==> config.mk <==
export PLATFORM = sky130hd
export DESIGN_NAME = mts_sequencer
export DESIGN_NICKNAME = d
export VERILOG_FILES = /design/src/mts_pkg.sv /design/src/mts_sequencer.sv
export SDC_FILE = /design/constraint.sdc
export NUM_CORES = 1
export LEC_CHECK = 0
export BUFFER_PORTS_ARGS = -buffer_cell sky130_fd_sc_hd__clkbuf_2
export CAP_MARGIN = 15
export CORE_ASPECT_RATIO = 0.5
export CORE_MARGIN = 2
export CORE_UTILIZATION = 50
export CTS_CLUSTER_DIAMETER = 80
export DETAILED_ROUTE_END_ITERATION = 10
export GPL_TIMING_DRIVEN = 1
export HOLD_SLACK_MARGIN = 0.03
export PLACE_DENSITY = 0.82
export SYNTH_ARGS = -nofsm -noshare
export SYNTH_HDL_FRONTEND = slang
export SYNTH_SLANG_ARGS = --single-unit
==> constraint.sdc <==
create_clock -name ref_clk -period 2.5 [get_ports ref_clk]
set_input_delay 0.375 -clock ref_clk [delete_from_list [all_inputs] [get_ports ref_clk]]
set_output_delay 0.375 -clock ref_clk [all_outputs]
set_load 0.03 [all_outputs]
==> src/mts_pkg.sv <==
// mts_pkg: register map, field layout, reset values, codes and states
// of the multipoint trigger sequencer.
// assumes a 32-bit apb slave with byte addresses in the low 8 bits.
package mts_pkg;

    ////////////////////////////////////////////////////////////////////
    // register byte offsets
    localparam logic [7:0] OFF_CTRL   = 8'h00;
    localparam logic [7:0] OFF_CFG    = 8'h04;
    localparam logic [7:0] OFF_TCNT   = 8'h08;
    localparam logic [7:0] OFF_SCNT   = 8'h0c;
    localparam logic [7:0] OFF_TDLY   = 8'h10;
    localparam logic [7:0] OFF_SINT   = 8'h14;
    localparam logic [7:0] OFF_STATUS = 8'h18;
    localparam logic [7:0] OFF_MCOUNT = 8'h1c;

    ////////////////////////////////////////////////////////////////////
    // field positions
    localparam int CTRL_START  = 0;
    localparam int CTRL_ABORT  = 1;
    localparam int CTRL_SWTRIG = 2;
    localparam int CFG_W       = 12;
    localparam int CFG_TSRC    = 0;
    localparam int CFG_TPOL    = 2;
    localparam int CFG_SSRC    = 3;
    localparam int CFG_SPOL    = 5;
    localparam int CFG_MCPOL   = 6;
    localparam int CFG_DEST    = 7;
    localparam int CFG_WAVE    = 11;
    localparam int ST_ERR      = 5;

    ////////////////////////////////////////////////////////////////////
    // codes
    localparam logic [1:0] SRC_IMM = 2'h0;
    localparam logic [1:0] SRC_EXT = 2'h1;
    localparam logic [1:0] SRC_SW  = 2'h2;
    localparam logic [1:0] SRC_INT = 2'h3;
    localparam logic [3:0] DEST_NONE = 4'h0;
    localparam logic [3:0] DEST_EXT  = 4'h1;
    localparam logic [3:0] DEST_BP0  = 4'h8;
    localparam logic [1:0] CHAS_FRONT    = 2'h1;
    localparam logic [1:0] CHAS_INTERNAL = 2'h2;
    localparam int BP_LINES = 8;

    ////////////////////////////////////////////////////////////////////
    // reset values and counts
    localparam logic [11:0] RST_CFG  = 12'h024;
    localparam logic [15:0] RST_TCNT = 16'h0001;
    localparam logic [15:0] RST_SCNT = 16'h0001;
    localparam logic [31:0] RST_DLY  = 32'h0000_0000;
    localparam int MC_WIDTH_DEF = 4;
    localparam int SYNC_STAGES  = 3;

    typedef enum logic [4:0] {
        ST_IDLE  = 5'h01,
        ST_WTRIG = 5'h02,
        ST_DELAY = 5'h04,
        ST_MEAS  = 5'h08,
        ST_WSMP  = 5'h10
    } mts_state_t;

endpackage : mts_pkg

==> src/mts_sequencer.sv <==
// mts_sequencer: two-level trigger/sample-trigger acquisition sequencer
// with apb registers and a measurement-done pulse router.
// assumes the analog front end answers measStart with one measDone pulse
// on ref_clk; trigger pins are asynchronous to ref_clk.
//
// Local design decisions: the APB interface to the registers and the register addresses.
`timescale 1ns/1ps

module mts_sequencer #(
    parameter int CNT_W = 16,
    parameter int MC_W  = mts_pkg::MC_WIDTH_DEF
) (
    input  wire logic                         ref_clk,
    input  wire logic                         resetn,
    input  wire logic                         psel,
    input  wire logic                         penable,
    input  wire logic                         pwrite,
    input  wire logic [7:0]                   paddr,
    input  wire logic [31:0]                  pwdata,
    output logic      [31:0]                  prdata,
    output logic                              pready,
    output logic                              pslverr,
    input  wire logic                         extTrigIn,
    input  wire logic                         extSmpTrigIn,
    input  wire logic [1:0]                   chassisCtl,
    input  wire logic                         measDone,
    output logic                              measStart,
    output logic                              busy,
    output logic                              mcExtPin,
    output logic [mts_pkg::BP_LINES-1:0]      backplaneTriggerLine
);
    import mts_pkg::*;

    if (CNT_W < 1 || CNT_W > 16) begin : gChkCnt
        $error("CNT_W must lie in 1..16");
    end
    if (MC_W < 1 || MC_W > 255) begin : gChkMc
        $error("MC_W must lie in 1..255");
    end

    ////////////////////////////////////////////////////////////////////
    // functions
    function automatic logic edgeHit(input logic prev, input logic cur,
                                     input logic rising);
        edgeHit = rising ? (cur & ~prev) : (~cur & prev);
    endfunction : edgeHit

    function automatic logic srcHit(input logic [1:0] src,
                                    input logic ext, input logic sw,
                                    input logic timer);
        case (src)
            SRC_IMM: srcHit = 1'b1;
            SRC_EXT: srcHit = ext;
            SRC_SW:  srcHit = sw;
            default: srcHit = timer;
        endcase
    endfunction : srcHit

    function automatic logic [31:0] loadDly(input logic [31:0] v);
        loadDly = (v == 32'h0) ? 32'h0 : v - 32'h1;
    endfunction : loadDly

    ////////////////////////////////////////////////////////////////////
    // registers
    mts_state_t           st_r, stNxt;
    logic [CFG_W-1:0]     cfg_r;
    logic [CNT_W-1:0]     tcnt_r, scnt_r, smpCnt_r, trigRcvd_r;
    logic [31:0]          tdly_r, sint_r, dly_r, prdata_r;
    logic                 pready_r, pslverr_r, err_r, initDone_r;
    logic                 measStart_r, measStartNxt, busy_r, mcExt_r;
    logic [BP_LINES-1:0]  bp_r;
    logic [7:0]           mcCnt_r;
    logic [SYNC_STAGES-1:0] tSync_r, sSync_r;
    logic                 tStable_r, sStable_r, mcFire;

    ////////////////////////////////////////////////////////////////////
    // apb decode
    wire        setup   = psel & ~penable;
    wire        wrEn    = psel & penable & pready_r & pwrite;
    wire        selCtrl = paddr == OFF_CTRL;
    wire        selCfg  = paddr == OFF_CFG;
    wire        selTcnt = paddr == OFF_TCNT;
    wire        selScnt = paddr == OFF_SCNT;
    wire        selTdly = paddr == OFF_TDLY;
    wire        selSint = paddr == OFF_SINT;
    wire        selStat = paddr == OFF_STATUS;
    wire        selMcnt = paddr == OFF_MCOUNT;
    wire        mapped  = selCtrl | selCfg | selTcnt | selScnt | selTdly
                        | selSint | selStat | selMcnt;
    wire [31:0] rdMux   =
        selCfg  ? {20'h0, cfg_r} :
        selTcnt ? 32'(tcnt_r) :
        selScnt ? 32'(scnt_r) :
        selTdly ? tdly_r :
        selSint ? sint_r :
        selStat ? {26'h0, err_r, st_r} :
        selMcnt ? {16'(trigRcvd_r), 16'(smpCnt_r)} : 32'h0;

    wire ctrlWr   = wrEn & selCtrl;
    wire startReq = ctrlWr & pwdata[CTRL_START];
    wire abortReq = ctrlWr & pwdata[CTRL_ABORT];
    wire swTrig   = ctrlWr & pwdata[CTRL_SWTRIG];

    ////////////////////////////////////////////////////////////////////
    // config fields
    wire [1:0] trigSrc  = cfg_r[CFG_TSRC +: 2];
    wire       trigPol  = cfg_r[CFG_TPOL];
    wire [1:0] smpSrc   = cfg_r[CFG_SSRC +: 2];
    wire       smpPol   = cfg_r[CFG_SPOL];
    wire       mcPos    = cfg_r[CFG_MCPOL];
    wire [3:0] mcDest   = cfg_r[CFG_DEST +: 4];
    wire       waveMode = cfg_r[CFG_WAVE];
    wire [3:0] destDef  = (chassisCtl == CHAS_FRONT)    ? DEST_EXT :
                          (chassisCtl == CHAS_INTERNAL) ? DEST_BP0 :
                          DEST_NONE;

    ////////////////////////////////////////////////////////////////////
    // trigger pin synchronisers: a level counts once stages 2 and 3 agree
    wire tNew  = (tSync_r[1] == tSync_r[2]) ? tSync_r[2] : tStable_r;
    wire sNew  = (sSync_r[1] == sSync_r[2]) ? sSync_r[2] : sStable_r;
    wire tEdge = edgeHit(tStable_r, tNew, trigPol);
    wire sEdge = edgeHit(sStable_r, sNew, smpPol);

    always_ff @(posedge ref_clk or negedge resetn) begin
        if (!resetn) begin
            tSync_r   <= '0;
            sSync_r   <= '0;
            tStable_r <= 1'b0;
            sStable_r <= 1'b0;
        end else begin
            tSync_r   <= {tSync_r[1:0], extTrigIn};
            sSync_r   <= {sSync_r[1:0], extSmpTrigIn};
            tStable_r <= tNew;
            sStable_r <= sNew;
        end
    end

    ////////////////////////////////////////////////////////////////////
    // sequencing terms
    wire dlyZero  = dly_r == 32'h0;
    // an interval source on the main input behaves as immediate
    wire trigEvt  = srcHit(trigSrc, tEdge, swTrig, 1'b1);
    wire smpEvt   = srcHit(smpSrc, sEdge, swTrig, dlyZero);
    wire contBad  = waveMode & (tcnt_r == '0 | scnt_r == '0);
    wire inIdle   = st_r == ST_IDLE;
    wire startOk  = startReq & inIdle & ~contBad & ~abortReq;
    wire [CNT_W-1:0] smpInc = smpCnt_r + CNT_W'(1);
    wire innerDone = (scnt_r != '0) & (smpInc == scnt_r);
    wire outerDone = (tcnt_r != '0) & (trigRcvd_r == tcnt_r);
    wire measTaken = (st_r == ST_MEAS) & measDone;

    always_comb begin
        stNxt        = st_r;
        measStartNxt = 1'b0;
        mcFire       = 1'b0;
        case (st_r)
            ST_IDLE: begin
                if (startOk) begin
                    stNxt = ST_WTRIG;
                end
            end
            ST_WTRIG: begin
                if (trigEvt) begin
                    stNxt        = (tdly_r == 32'h0) ? ST_MEAS : ST_DELAY;
                    measStartNxt = tdly_r == 32'h0;
                end
            end
            ST_DELAY: begin
                if (dlyZero) begin
                    stNxt        = ST_MEAS;
                    measStartNxt = 1'b1;
                end
            end
            ST_MEAS: begin
                if (measDone) begin
                    mcFire = ~waveMode | (innerDone & outerDone);
                    if (!innerDone) begin
                        stNxt = ST_WSMP;
                    end else if (outerDone) begin
                        stNxt = ST_IDLE;
                    end else begin
                        stNxt = ST_WTRIG;
                    end
                end
            end
            ST_WSMP: begin
                if (smpEvt) begin
                    stNxt        = ST_MEAS;
                    measStartNxt = 1'b1;
                end
            end
            default: stNxt = ST_IDLE;
        endcase
        if (abortReq) begin
            stNxt        = ST_IDLE;
            measStartNxt = 1'b0;
            mcFire       = 1'b0;
        end
    end

    ////////////////////////////////////////////////////////////////////
    // state, counters, delay timer
    always_ff @(posedge ref_clk or negedge resetn) begin
        if (!resetn) begin
            st_r        <= ST_IDLE;
            measStart_r <= 1'b0;
            busy_r      <= 1'b0;
        end else begin
            st_r        <= stNxt;
            measStart_r <= measStartNxt;
            busy_r      <= stNxt != ST_IDLE;
        end
    end

    always_ff @(posedge ref_clk or negedge resetn) begin
        if (!resetn) begin
            smpCnt_r   <= '0;
            trigRcvd_r <= '0;
        end else if (startOk) begin
            smpCnt_r   <= '0;
            trigRcvd_r <= '0;
        end else begin
            if (st_r == ST_WTRIG && trigEvt) begin
                trigRcvd_r <= trigRcvd_r + CNT_W'(1);
            end
            if (measTaken) begin
                smpCnt_r <= innerDone ? '0 : smpInc;
            end
        end
    end

    // one down-counter serves the trigger delay and the sample interval
    always_ff @(posedge ref_clk or negedge resetn) begin
        if (!resetn) begin
            dly_r <= RST_DLY;
        end else if (st_r == ST_WTRIG) begin
            dly_r <= loadDly(tdly_r);
        end else if (measTaken) begin
            dly_r <= loadDly(sint_r);
        end else if (!dlyZero) begin
            dly_r <= dly_r - 32'h1;
        end
    end

    ////////////////////////////////////////////////////////////////////
    // apb register file
    always_ff @(posedge ref_clk or negedge resetn) begin
        if (!resetn) begin
            pready_r  <= 1'b0;
            pslverr_r <= 1'b0;
            prdata_r  <= 32'h0;
        end else begin
            pready_r  <= setup;
            pslverr_r <= setup & ~mapped;
            prdata_r  <= (setup & ~pwrite) ? rdMux : 32'h0;
        end
    end

    always_ff @(posedge ref_clk or negedge resetn) begin
        if (!resetn) begin
            cfg_r      <= RST_CFG;
            initDone_r <= 1'b0;
        end else if (!initDone_r) begin
            // strap caught on the first edge after reset release
            cfg_r[CFG_DEST +: 4] <= destDef;
            initDone_r           <= 1'b1;
        end else if (wrEn && selCfg) begin
            cfg_r <= pwdata[CFG_W-1:0];
        end
    end

    always_ff @(posedge ref_clk or negedge resetn) begin
        if (!resetn) begin
            tcnt_r <= RST_TCNT[CNT_W-1:0];
            scnt_r <= RST_SCNT[CNT_W-1:0];
            tdly_r <= RST_DLY;
            sint_r <= RST_DLY;
        end else if (wrEn) begin
            if (selTcnt) tcnt_r <= pwdata[CNT_W-1:0];
            if (selScnt) scnt_r <= pwdata[CNT_W-1:0];
            if (selTdly) tdly_r <= pwdata;
            if (selSint) sint_r <= pwdata;
        end
    end

    // refused start is the only setter, accepted start the only clearer
    always_ff @(posedge ref_clk or negedge resetn) begin
        if (!resetn) begin
            err_r <= 1'b0;
        end else if (startReq && inIdle && contBad) begin
            err_r <= 1'b1;
        end else if (startOk) begin
            err_r <= 1'b0;
        end
    end

    ////////////////////////////////////////////////////////////////////
    // measurement-done pulse: fixed width, one destination, polarity
    wire       mcOn = mcCnt_r != 8'h0;
    wire [BP_LINES-1:0] bpHit = (mcOn && mcDest[3])
        ? (BP_LINES'(1) << mcDest[2:0]) : '0;
    wire       extHit = mcOn & (mcDest == DEST_EXT);

    always_ff @(posedge ref_clk or negedge resetn) begin
        if (!resetn) begin
            mcCnt_r <= 8'h0;
            mcExt_r <= 1'b1;
            bp_r    <= '1;
        end else begin
            if (mcFire) begin
                mcCnt_r <= 8'(MC_W);
            end else if (mcOn) begin
                mcCnt_r <= mcCnt_r - 8'h1;
            end
            mcExt_r <= mcPos ? extHit : ~extHit;
            bp_r    <= mcPos ? bpHit : ~bpHit;
        end
    end

    assign prdata               = prdata_r;
    assign pready               = pready_r;
    assign pslverr              = pslverr_r;
    assign measStart            = measStart_r;
    assign busy                 = busy_r;
    assign mcExtPin             = mcExt_r;
    assign backplaneTriggerLine = bp_r;
endmodule : mts_sequencer

# Yosys cells after proc, flatten, opt, wreduce, memory -nomap -nowiden
# Index checks and enable logic that the tools add are counted.
# Widths: inputs -> output; s select.
# word_totals
inputBits,50
wordCells,178
ff_bits,240
output_inout_bits,45
# op_classes
bitwise,44
n_eq_ne,26
n_reduce_logical,24
shift,1
mux,53
n_addsub,6
# op_table
operator,n
$mux 32,13
$logic_not 32->1,3
$sub 32x1->32 const B,3
$mux 16,5
$mux 5,7
$add 16x1->16 const B,2
$eq 16x16->1,2
$eq 8x5->1 const B,4
$logic_not 16->1,2
$mux 8,4
$reduce_bool 16->1,2
$pmux 5 s5,1
$and 1x1->1,23
$eq 8x4->1 const B,2
$mux 4,4
$mux 1,14
$mux 11,1
$not 1->1,11
$reduce_and 2->1,5
$or 1x1->1,9
$eq 8x3->1 const B,1
$logic_not 8->1,1
$not 8->8,1
$reduce_bool 2->1,4
20 further kinds,30

# Logic depth before layout (Yosys ltp)
# Gate-level depths: netlist of run 1.
# depth
word_depth,12
ltp_mapped,10
depth_no_buf,9

# Worst setup path before layout of run 1
# No wires, ideal clock.
# synth_timing
path_type,register to register
start,reg sint_r[14]
end,reg dly_r[31]
setup_time_ps,128
required_time_ps,2372
slack_ps,-166
stages_incl_launch_ff,8
arrival_ps,2538
path_buffers,0
period_less_slack_ps,2666
cell_sequence,dfrtp_1 or4_4 or4_4 or3_4 nor4_4 and4bb_1 mux2i_1 o22ai_1
# synth_between
elab_chain_len,4
elab_cells_between_ends,5
cone_classes,add/sub: 1; mux: 3; reduce/logical: 1
# synth_rtl
item,line_no,text
start: declaration,mts_sequencer.sv:68,"logic [31:0] tdly_r, sint_r, dly_r, prdata_r;"
start signal: assignment,mts_sequencer.sv:282,if (selSint) sint_r <= pwdata;
$sub 32x1->32 or $logic_not 32->1 (tied branches),mts_sequencer.sv:60,loadDly = (v == 32'h0) ? 32'h0 : v - 32'h1;
$mux 32 (*),mts_sequencer.sv:60,
$mux 32 (*),mts_sequencer.sv:238,end else if (measTaken) begin
$mux 32 (*),mts_sequencer.sv:236,end else if (st_r == ST_WTRIG) begin
end signal: assignment,mts_sequencer.sv:237,dly_r <= loadDly(tdly_r);
end signal: assignment,mts_sequencer.sv:239,dly_r <= loadDly(sint_r);
end signal: assignment,mts_sequencer.sv:241,dly_r <= dly_r - 32'h1;
end: declaration,mts_sequencer.sv:68,
# Mark *: on every way between the ends. The rest lies on a longest branch, timed or not.
# A chain may end at the register's enable or synchronous reset.

# Worst setup path in the final report of run 1
# layout_timing
start,reg sint_r[18]
end,reg dly_r[23]
# Same word-level chain as after synthesis.

==> flow_summary.yaml, run 1 <==
global_routing:
  antenna_found_initial: 1
  met3_usage_pct: 6.648
  use_met2_pct: 48.66
  grt_pass1_wl_mm: 68.99
  grt_max_degree: 63
  grt_pass1_vias: 11930
  gr-total-overflow: 0
  top_usage_layer: "met2"
  grt_usage_pct: 31.49
  grt_use_met1_pct: 45.86
min_path:
  holdPathStages: 2
  hold_path_class: "primary input to flop"
pwr:
  switching_share_pct: 23.12
  comb_power_share_pct: 5.5
  ir_drop_mv: 0.4764
  power.density_nw_per_um2: 488.8
  p_seq_share_pct: 47.3
  leakagePower_nw: 7.839
  intPower_mw: 6.404
  clock_power_share_pct: 47.3
  netSwitchingPower_mw: 1.926
worst_setup_path:
  cp_slowest_cell: "or4_4"
  rr_worst_depth: 8
  crit_fanout: 3
  end_kind: "flop"
  rrSetupSlack_ns: -0.12
  crit_top_cell: "or4_4"
  crit_type: "flop to flop"
  cp.arrival_ns: 3.04
  worst_setup_path_start_kind: "flop"
  crit_chain: "or4_4, or4_4, buf_4, nor4_4, a21o_1, buf_6, a21oi_1, or3_1"
  critPathMaxStageDelay_ns: 0.53
  cp.required_ns: 2.92
job:
  drv_cap: 0
yosys:
  synthMostInstantiatedCell: "dfrtp_1"
  ys_seq_area_share_pct: 45.07
  netlist_instances: 1335
  synth_edf_count: 0
  yosys_register_bits: 240
  synthTopCellsByCount: "dfrtp_1, nor2_1, mux2_2"
  async_flop_share_pct: 100.0
  synth_top_area_share_pct: 42.32
  synth_cell_types: 81
  ys_warn_count: 0
  syn_area_per_cell_um2: 10.01
  synthFlopType: "dfrtp_1"
  syn_area_um2: 13360
  yosysTopAreaCell: "dfrtp_1"
  synth_nets: 1394
  yosys-top-cells-area: "dfrtp_1, mux2_2, xnor2_1"
cells_and_area:
  nFillCells: 2045
  final_layout_size_suffix_gt1_share_pct: 34.94
  multi_input_area_um2: 7442
  nets: 1657
  regArea_um2: 6027
  syn_to_final_growth_pct: 27.53
  finish.utilization_pct: 64.73
  fin_cells: 1967
outcome:
  outcome: "finished with violations"
  violations: "negative setup slack"
detailed_routing:
  drt_iter0_markers: 1240
  via_per_inst: 6.236
  vias: 12267
  drt-pass1-iter-count: 6
  ant_nets: 0
  wire_per_inst_um: 22.96
  wirelength_mm: 45.17
  route.detailed.drc: 0
die:
  dieArea_um2: 28130
  die_w_um: 235.2
  initial_core_util_pct: 50.76
  ios: 95
  die_y_um: 119.6
  rows: 42
  core_area_um2: 26330
sta:
  timing.hold.ws_ns: 0.06248
  setup_viol: 29
  fmax_mhz: 381.2
  period_needed_ns: 2.623
  fin_ws_ns: -0.1233
  rsz0062_at_grt: "true"
  finalHoldViolations: 0
  slew_viol_final: 0
  period_share_pct: 104.9
  slew_headroom_pct: 19.51
  tightest_slew_ns: 1.203
  tns_ns: -1.506
  fin_skew_ns: 0.01118
clock_network:
  insertion_delay_ns: 0.54
  cts_tree: "done"
  clock-sinks: 240
  htreeDepth: 1
  cts.path.max_buffers: 3
  clockRootBuffer: "clkbuf_16"
  clk_pin_slew_worst_paths_ns: 0.07
  cts_buffers: 24
place:
  dpl.hpwl_mm: 33.75
  dp_slack_ns: -0.1993
  port_buffers: 94
  dp_cells: 1914
  globalplace.congestion: 0.9950
flip-flops by register name, summed over array words and instances, names as in the netlist, 5 cells and up:
signal                flops
trigRcvd_r               16
sint_r                   32
dly_r                    32
tcnt_r                   16
smpCnt_r                 16
st_r                      5
scnt_r                   16
backplaneTriggerLine      8
mcCnt_r                   8
cfg_r                    12
tdly_r                   32
prdata                   32
repair_timing:
item	4_1_cts	5_1_grt
setup buffers	1	4
gates cloned	0	2
setup endpoints to repair	45	65
hold endpoints to repair	50	0
gates resized for setup	23	79
hold buffers	3	0
pin swaps	3	18
cells in the final DEF (no fill, tap or decap), types with 15 or more instances in the layout:
master,Yosys,layout
o22ai_1,18,16
mux2_2,106,106
nand2b_1,18,17
o21ai_0,37,31
nor3_1,50,40
nor4_1,42,33
inv_1,21,20
xor2_1,63,61
clkbuf_2,1,93
buf_4,4,192
nand4_1,15,15
nor2_1,142,132
a22o_1,24,24
nand3_1,33,29
a21oi_1,70,61
clkbuf_16,0,25
xnor2_1,78,78
nand2_1,75,71
a22oi_1,28,26
dfrtp_1,226,223
final timing paths:
check / startpoint / endpoint
min in group asynchronous: resetn / initDone_r$_DFF_PN0_
max reg2reg: sint_r[18]$_DFFE_PN0P_ / dly_r[23]$_DFFE_PN0P_
max: sint_r[18]$_DFFE_PN0P_ / dly_r[23]$_DFFE_PN0P_
min reg2reg: tSync_r[0]$_DFF_PN0_ / tSync_r[1]$_DFF_PN0_
min: chassisCtl[1] / cfg_r[7]$_DFFE_PN0P_
max in group asynchronous: resetn / backplaneTriggerLine[7]$_DFF_PN1_
layout make-up:
type / instances / area share, %
Clock inverter: 10 / 0.9617
Timing Repair Buffer: 304 / 12.94
Tap cell: 352 / 2.584
Sequential cell: 240 / 35.36
Inverter: 21 / 0.4625
Multi-Input combinational cell: 1007 / 43.67
Antenna cell: 1 / 0.01468
Clock buffer: 32 / 4.001
per-stage QoR:
stage | total power [mW] | area (um2)
after global routing | 8.540 | 17040
after global placement | 4.432 | 15650
final | 8.330 | 17040
after detailed placement | 4.443 | 15650
after floorplan | 4.175 | 13390
after CTS | 8.331 | 16630
power by group through the flow:
stage | registers [mW] | clock network, mW | logic, mW
floorplan | 4.02 | 0 | 0.160
global placement | 4.01 | 0 | 0.427
detailed placement | 4.01 | 0 | 0.436
CTS | 3.94 | 3.95 | 0.446
global route | 3.94 | 4.11 | 0.492
finish | 3.94 | 3.94 | 0.455
worst max-delay path, delay by kind of cell (launching register included):
family | cells | cell delay, ns
AO/OA/AOI/OAI | 2 | 0.28
flip-flops | 1 | 0.38
buffers and inverters | 2 | 0.28
AND/OR/NAND/NOR | 4 | 1.56
cell families after synthesis:
| family | synth area share (%) |
|---|---|
| other | 0.02806 |
| muxes | 9.681 |
| DFF | 45.07 |
| and+or+nand+nor | 18.82 |
| AOI/OAI and AO/OA | 13.30 |
| buffers and inverters | 2.865 |
| adders and majority gates | 0.9924 |
| xor gates and xnor gates | 9.241 |
metal layers:
layer  vias to the layer above  wire, um
met1                      6154     19410
met5                         -         0
met4                         0       871
met3                        78      4662
met2                       642     20230
li1                       5393         -
(Power assumes the default switching activity.)
==> run 2, diff against run 1 <==
- CELL_PAD_IN_SITES_DETAIL_PLACEMENT: not set -> 0
- CELL_PAD_IN_SITES_GLOBAL_PLACEMENT: not set -> 2
- CORE_UTILIZATION: 50 -> 36
- PLACE_DENSITY: 0.82 -> 0.88
==> run 2 against run 1 <==
  * Critical path depth down 1
  * Highest routed layer unchanged
  * The flow still finishes with violations (negative setup slack)
  * Final cell count increased by 7.3%
  * Clock power fell by 4%
  * Critical endpoint is now dly_r[31]$_DFFE_PN0P_
==> flow_summary.yaml, run 2 (synthesis gave the netlist of run 1 again) <==
sta:
  fin_ws_ns: -0.2114
  slew_viol_final: 0
  fin_skew_ns: 0.01479
  period_share_pct: 108.5
  finalHoldViolations: 0
  slew_headroom_pct: 31.70
  rsz0062_at_grt: "true"
  setup_viol: 25
  fmax_mhz: 368.8
  period_needed_ns: 2.711
  tightest_slew_ns: 1.021
clock_network:
  clk_pin_slew_worst_paths_ns: 0.06
  htreeDepth: 1
  cts.path.max_buffers: 3
  clockRootBuffer: "clkbuf_16"
  insertion_delay_ns: 0.54
  cts_buffers: 25
  cts_tree: "done"
  clock-sinks: 240
cells_and_area:
  final_layout_size_suffix_gt1_share_pct: 35.98
  syn_to_final_growth_pct: 29.93
  nets: 1672
  diodes: 0
  final_common_cell: "dfrtp_1"
  fin_cells: 2110
  nFillCells: 3341
  multi_input_area_um2: 7457
  mostFrequentLayoutCells: "dfrtp_1, buf_4, nor2_1, mux2_2, clkbuf_2"
  regArea_um2: 6025
detailed_routing:
  vias: 11812
  drt-pass1-iter-count: 5
  wirelength_mm: 46.20
  drt_iter0_markers: 1132
  wire_per_inst_um: 21.89
  via_per_inst: 5.598
  ant_nets: 0
  route.detailed.drc: 0
min_path:
  holdPathStages: 2
  min_from: "chassisCtl[1]"
  hold_end: "cfg_r[7]$_DFFE_PN0P_"
  hold_path_class: "primary input to flop"
worst_setup_path:
  crit_fanout: 2
  critPathMaxStageDelay_ns: 0.54
  crit_chain: "or4_4, or4_4, or3_4, nor4_4, and4bb_1, mux2i_1, o22ai_1"
  cp.arrival_ns: 3.13
  rrSetupSlack_ns: -0.21
  crit_top_cell: "or4_4"
  rr_worst_depth: 7
  crit_type: "flop to flop"
  worst-path-buf-inv: 0
  worst_setup_path_start_kind: "flop"
  cp.depth: 7
  cp_top_family: "simple AND/OR/NAND/NOR gates"
  r2r_end: "dly_r[31]$_DFFE_PN0P_"
  end_kind: "flop"
  reg2reg_from: "sint_r[7]$_DFFE_PN0P_"
  cp.required_ns: 2.91
  cp_slowest_cell: "or4_4"
pwr:
  ir_drop_mv: 0.4399
  power.density_nw_per_um2: 472.2
  finalPower_mw: 8.200
  leakagePower_nw: 7.900
global_routing:
  grt_pass1_wl_mm: 71.17
  grt_usage_pct: 23.59
  grt_max_degree: 72
  antenna_found_initial: 0
  gr-total-overflow: 0
  grt_pass1_vias: 11761
die:
  ios: 95
  die_w_um: 276.5
  initial_core_util_pct: 36.88
  dieArea_um2: 38770
  die_y_um: 140.2
  rows: 49
  core_area_um2: 36230
place:
  globalplace.congestion: 0.9563
  dpl.hpwl_mm: 35.22
  dp_cells: 2053
  port_buffers: 94
job:
  drv_cap: 0
outcome:
  outcome: "finished with violations"
  violations: "negative setup slack"
[run 2: stage by stage]
step           TNS [ns]  area [um2]  setup WS [ns]  util [%]  hold slack (ns)
2_1_floorplan   -0.1426       13390        -0.1426         -          0.07941
3_3_place_gp     -4.983       15900        -0.1970     43.89           0.3335
3_5_place_dp     -4.523       15900        -0.2115     43.89           0.3379
4_1_cts          -1.412       16970        -0.1563     46.84          0.03272
5_1_grt          -5.255       17360        -0.2601     47.92          0.04827
6_report         -2.106       17360        -0.2114     47.92          0.05134
[run 2: final cells by class]
| cell class | instances | share of cell area (%) |
|---|---|---|
| clock buffer | 29 | 3.862 |
| clock inverter | 11 | 0.7710 |
| inverter | 21 | 0.4540 |
| multi-input combinational | 1007 | 42.95 |
| sequential | 240 | 34.70 |
| tap | 484 | 3.488 |
| timing repair buffer | 318 | 13.78 |
[run 2: metal layers]
metal,vias to the layer above,track usage [%],part of all wire [%]
li1,5433,-,-
met1,5992,33.61,47
met2,313,38.30,46
met3,74,3.520,4.9
met4,0,4.803,2.2
met5,-,0,0
[run 2: what timing repair did]
action | in CTS | in global routing
setup buffers | 3 | 9
pin swaps | 9 | 43
gates cloned | 2 | 1
endpoints found under the setup margin | 51 | 65
hold endpoints to repair | 65 | 0
resized for setup | 49 | 71
hold buffers | 3 | 0
[run 2: where the power goes]
part / leakage (nW) / switching [mW] / internal [mW] / total [mW]
sequential: 3.13 / 0.0240 / 3.91 / 3.94
combinational: 4.38 / 0.295 / 0.166 / 0.461
clock: 0.395 / 1.60 / 2.21 / 3.80
total: 7.90 / 1.92 / 6.28 / 8.20
[run 2: worst reg2reg max path, cell delays in order, from the launching register on]
cell	delay (ns)
dfrtp_1	0.38
or4_4	0.54
or4_4	0.53
or3_4	0.43
nor4_4	0.17
and4bb_1	0.25
mux2i_1	0.19
o22ai_1	0.09
[run 2: worst max path at each step]
stage	endpoint	start
after floorplan	dly_r[31]$_DFFE_PN0P_	sint_r[8]$_DFFE_PN0P_
after global placement	measStart$_DFF_PN0_	dly_r[9]$_DFFE_PN0P_
after detailed placement	measStart$_DFF_PN0_	dly_r[9]$_DFFE_PN0P_
after CTS	dly_r[31]$_DFFE_PN0P_	sint_r[18]$_DFFE_PN0P_
after global routing	dly_r[9]$_DFFE_PN0P_	sint_r[18]$_DFFE_PN0P_
final	dly_r[31]$_DFFE_PN0P_	sint_r[7]$_DFFE_PN0P_
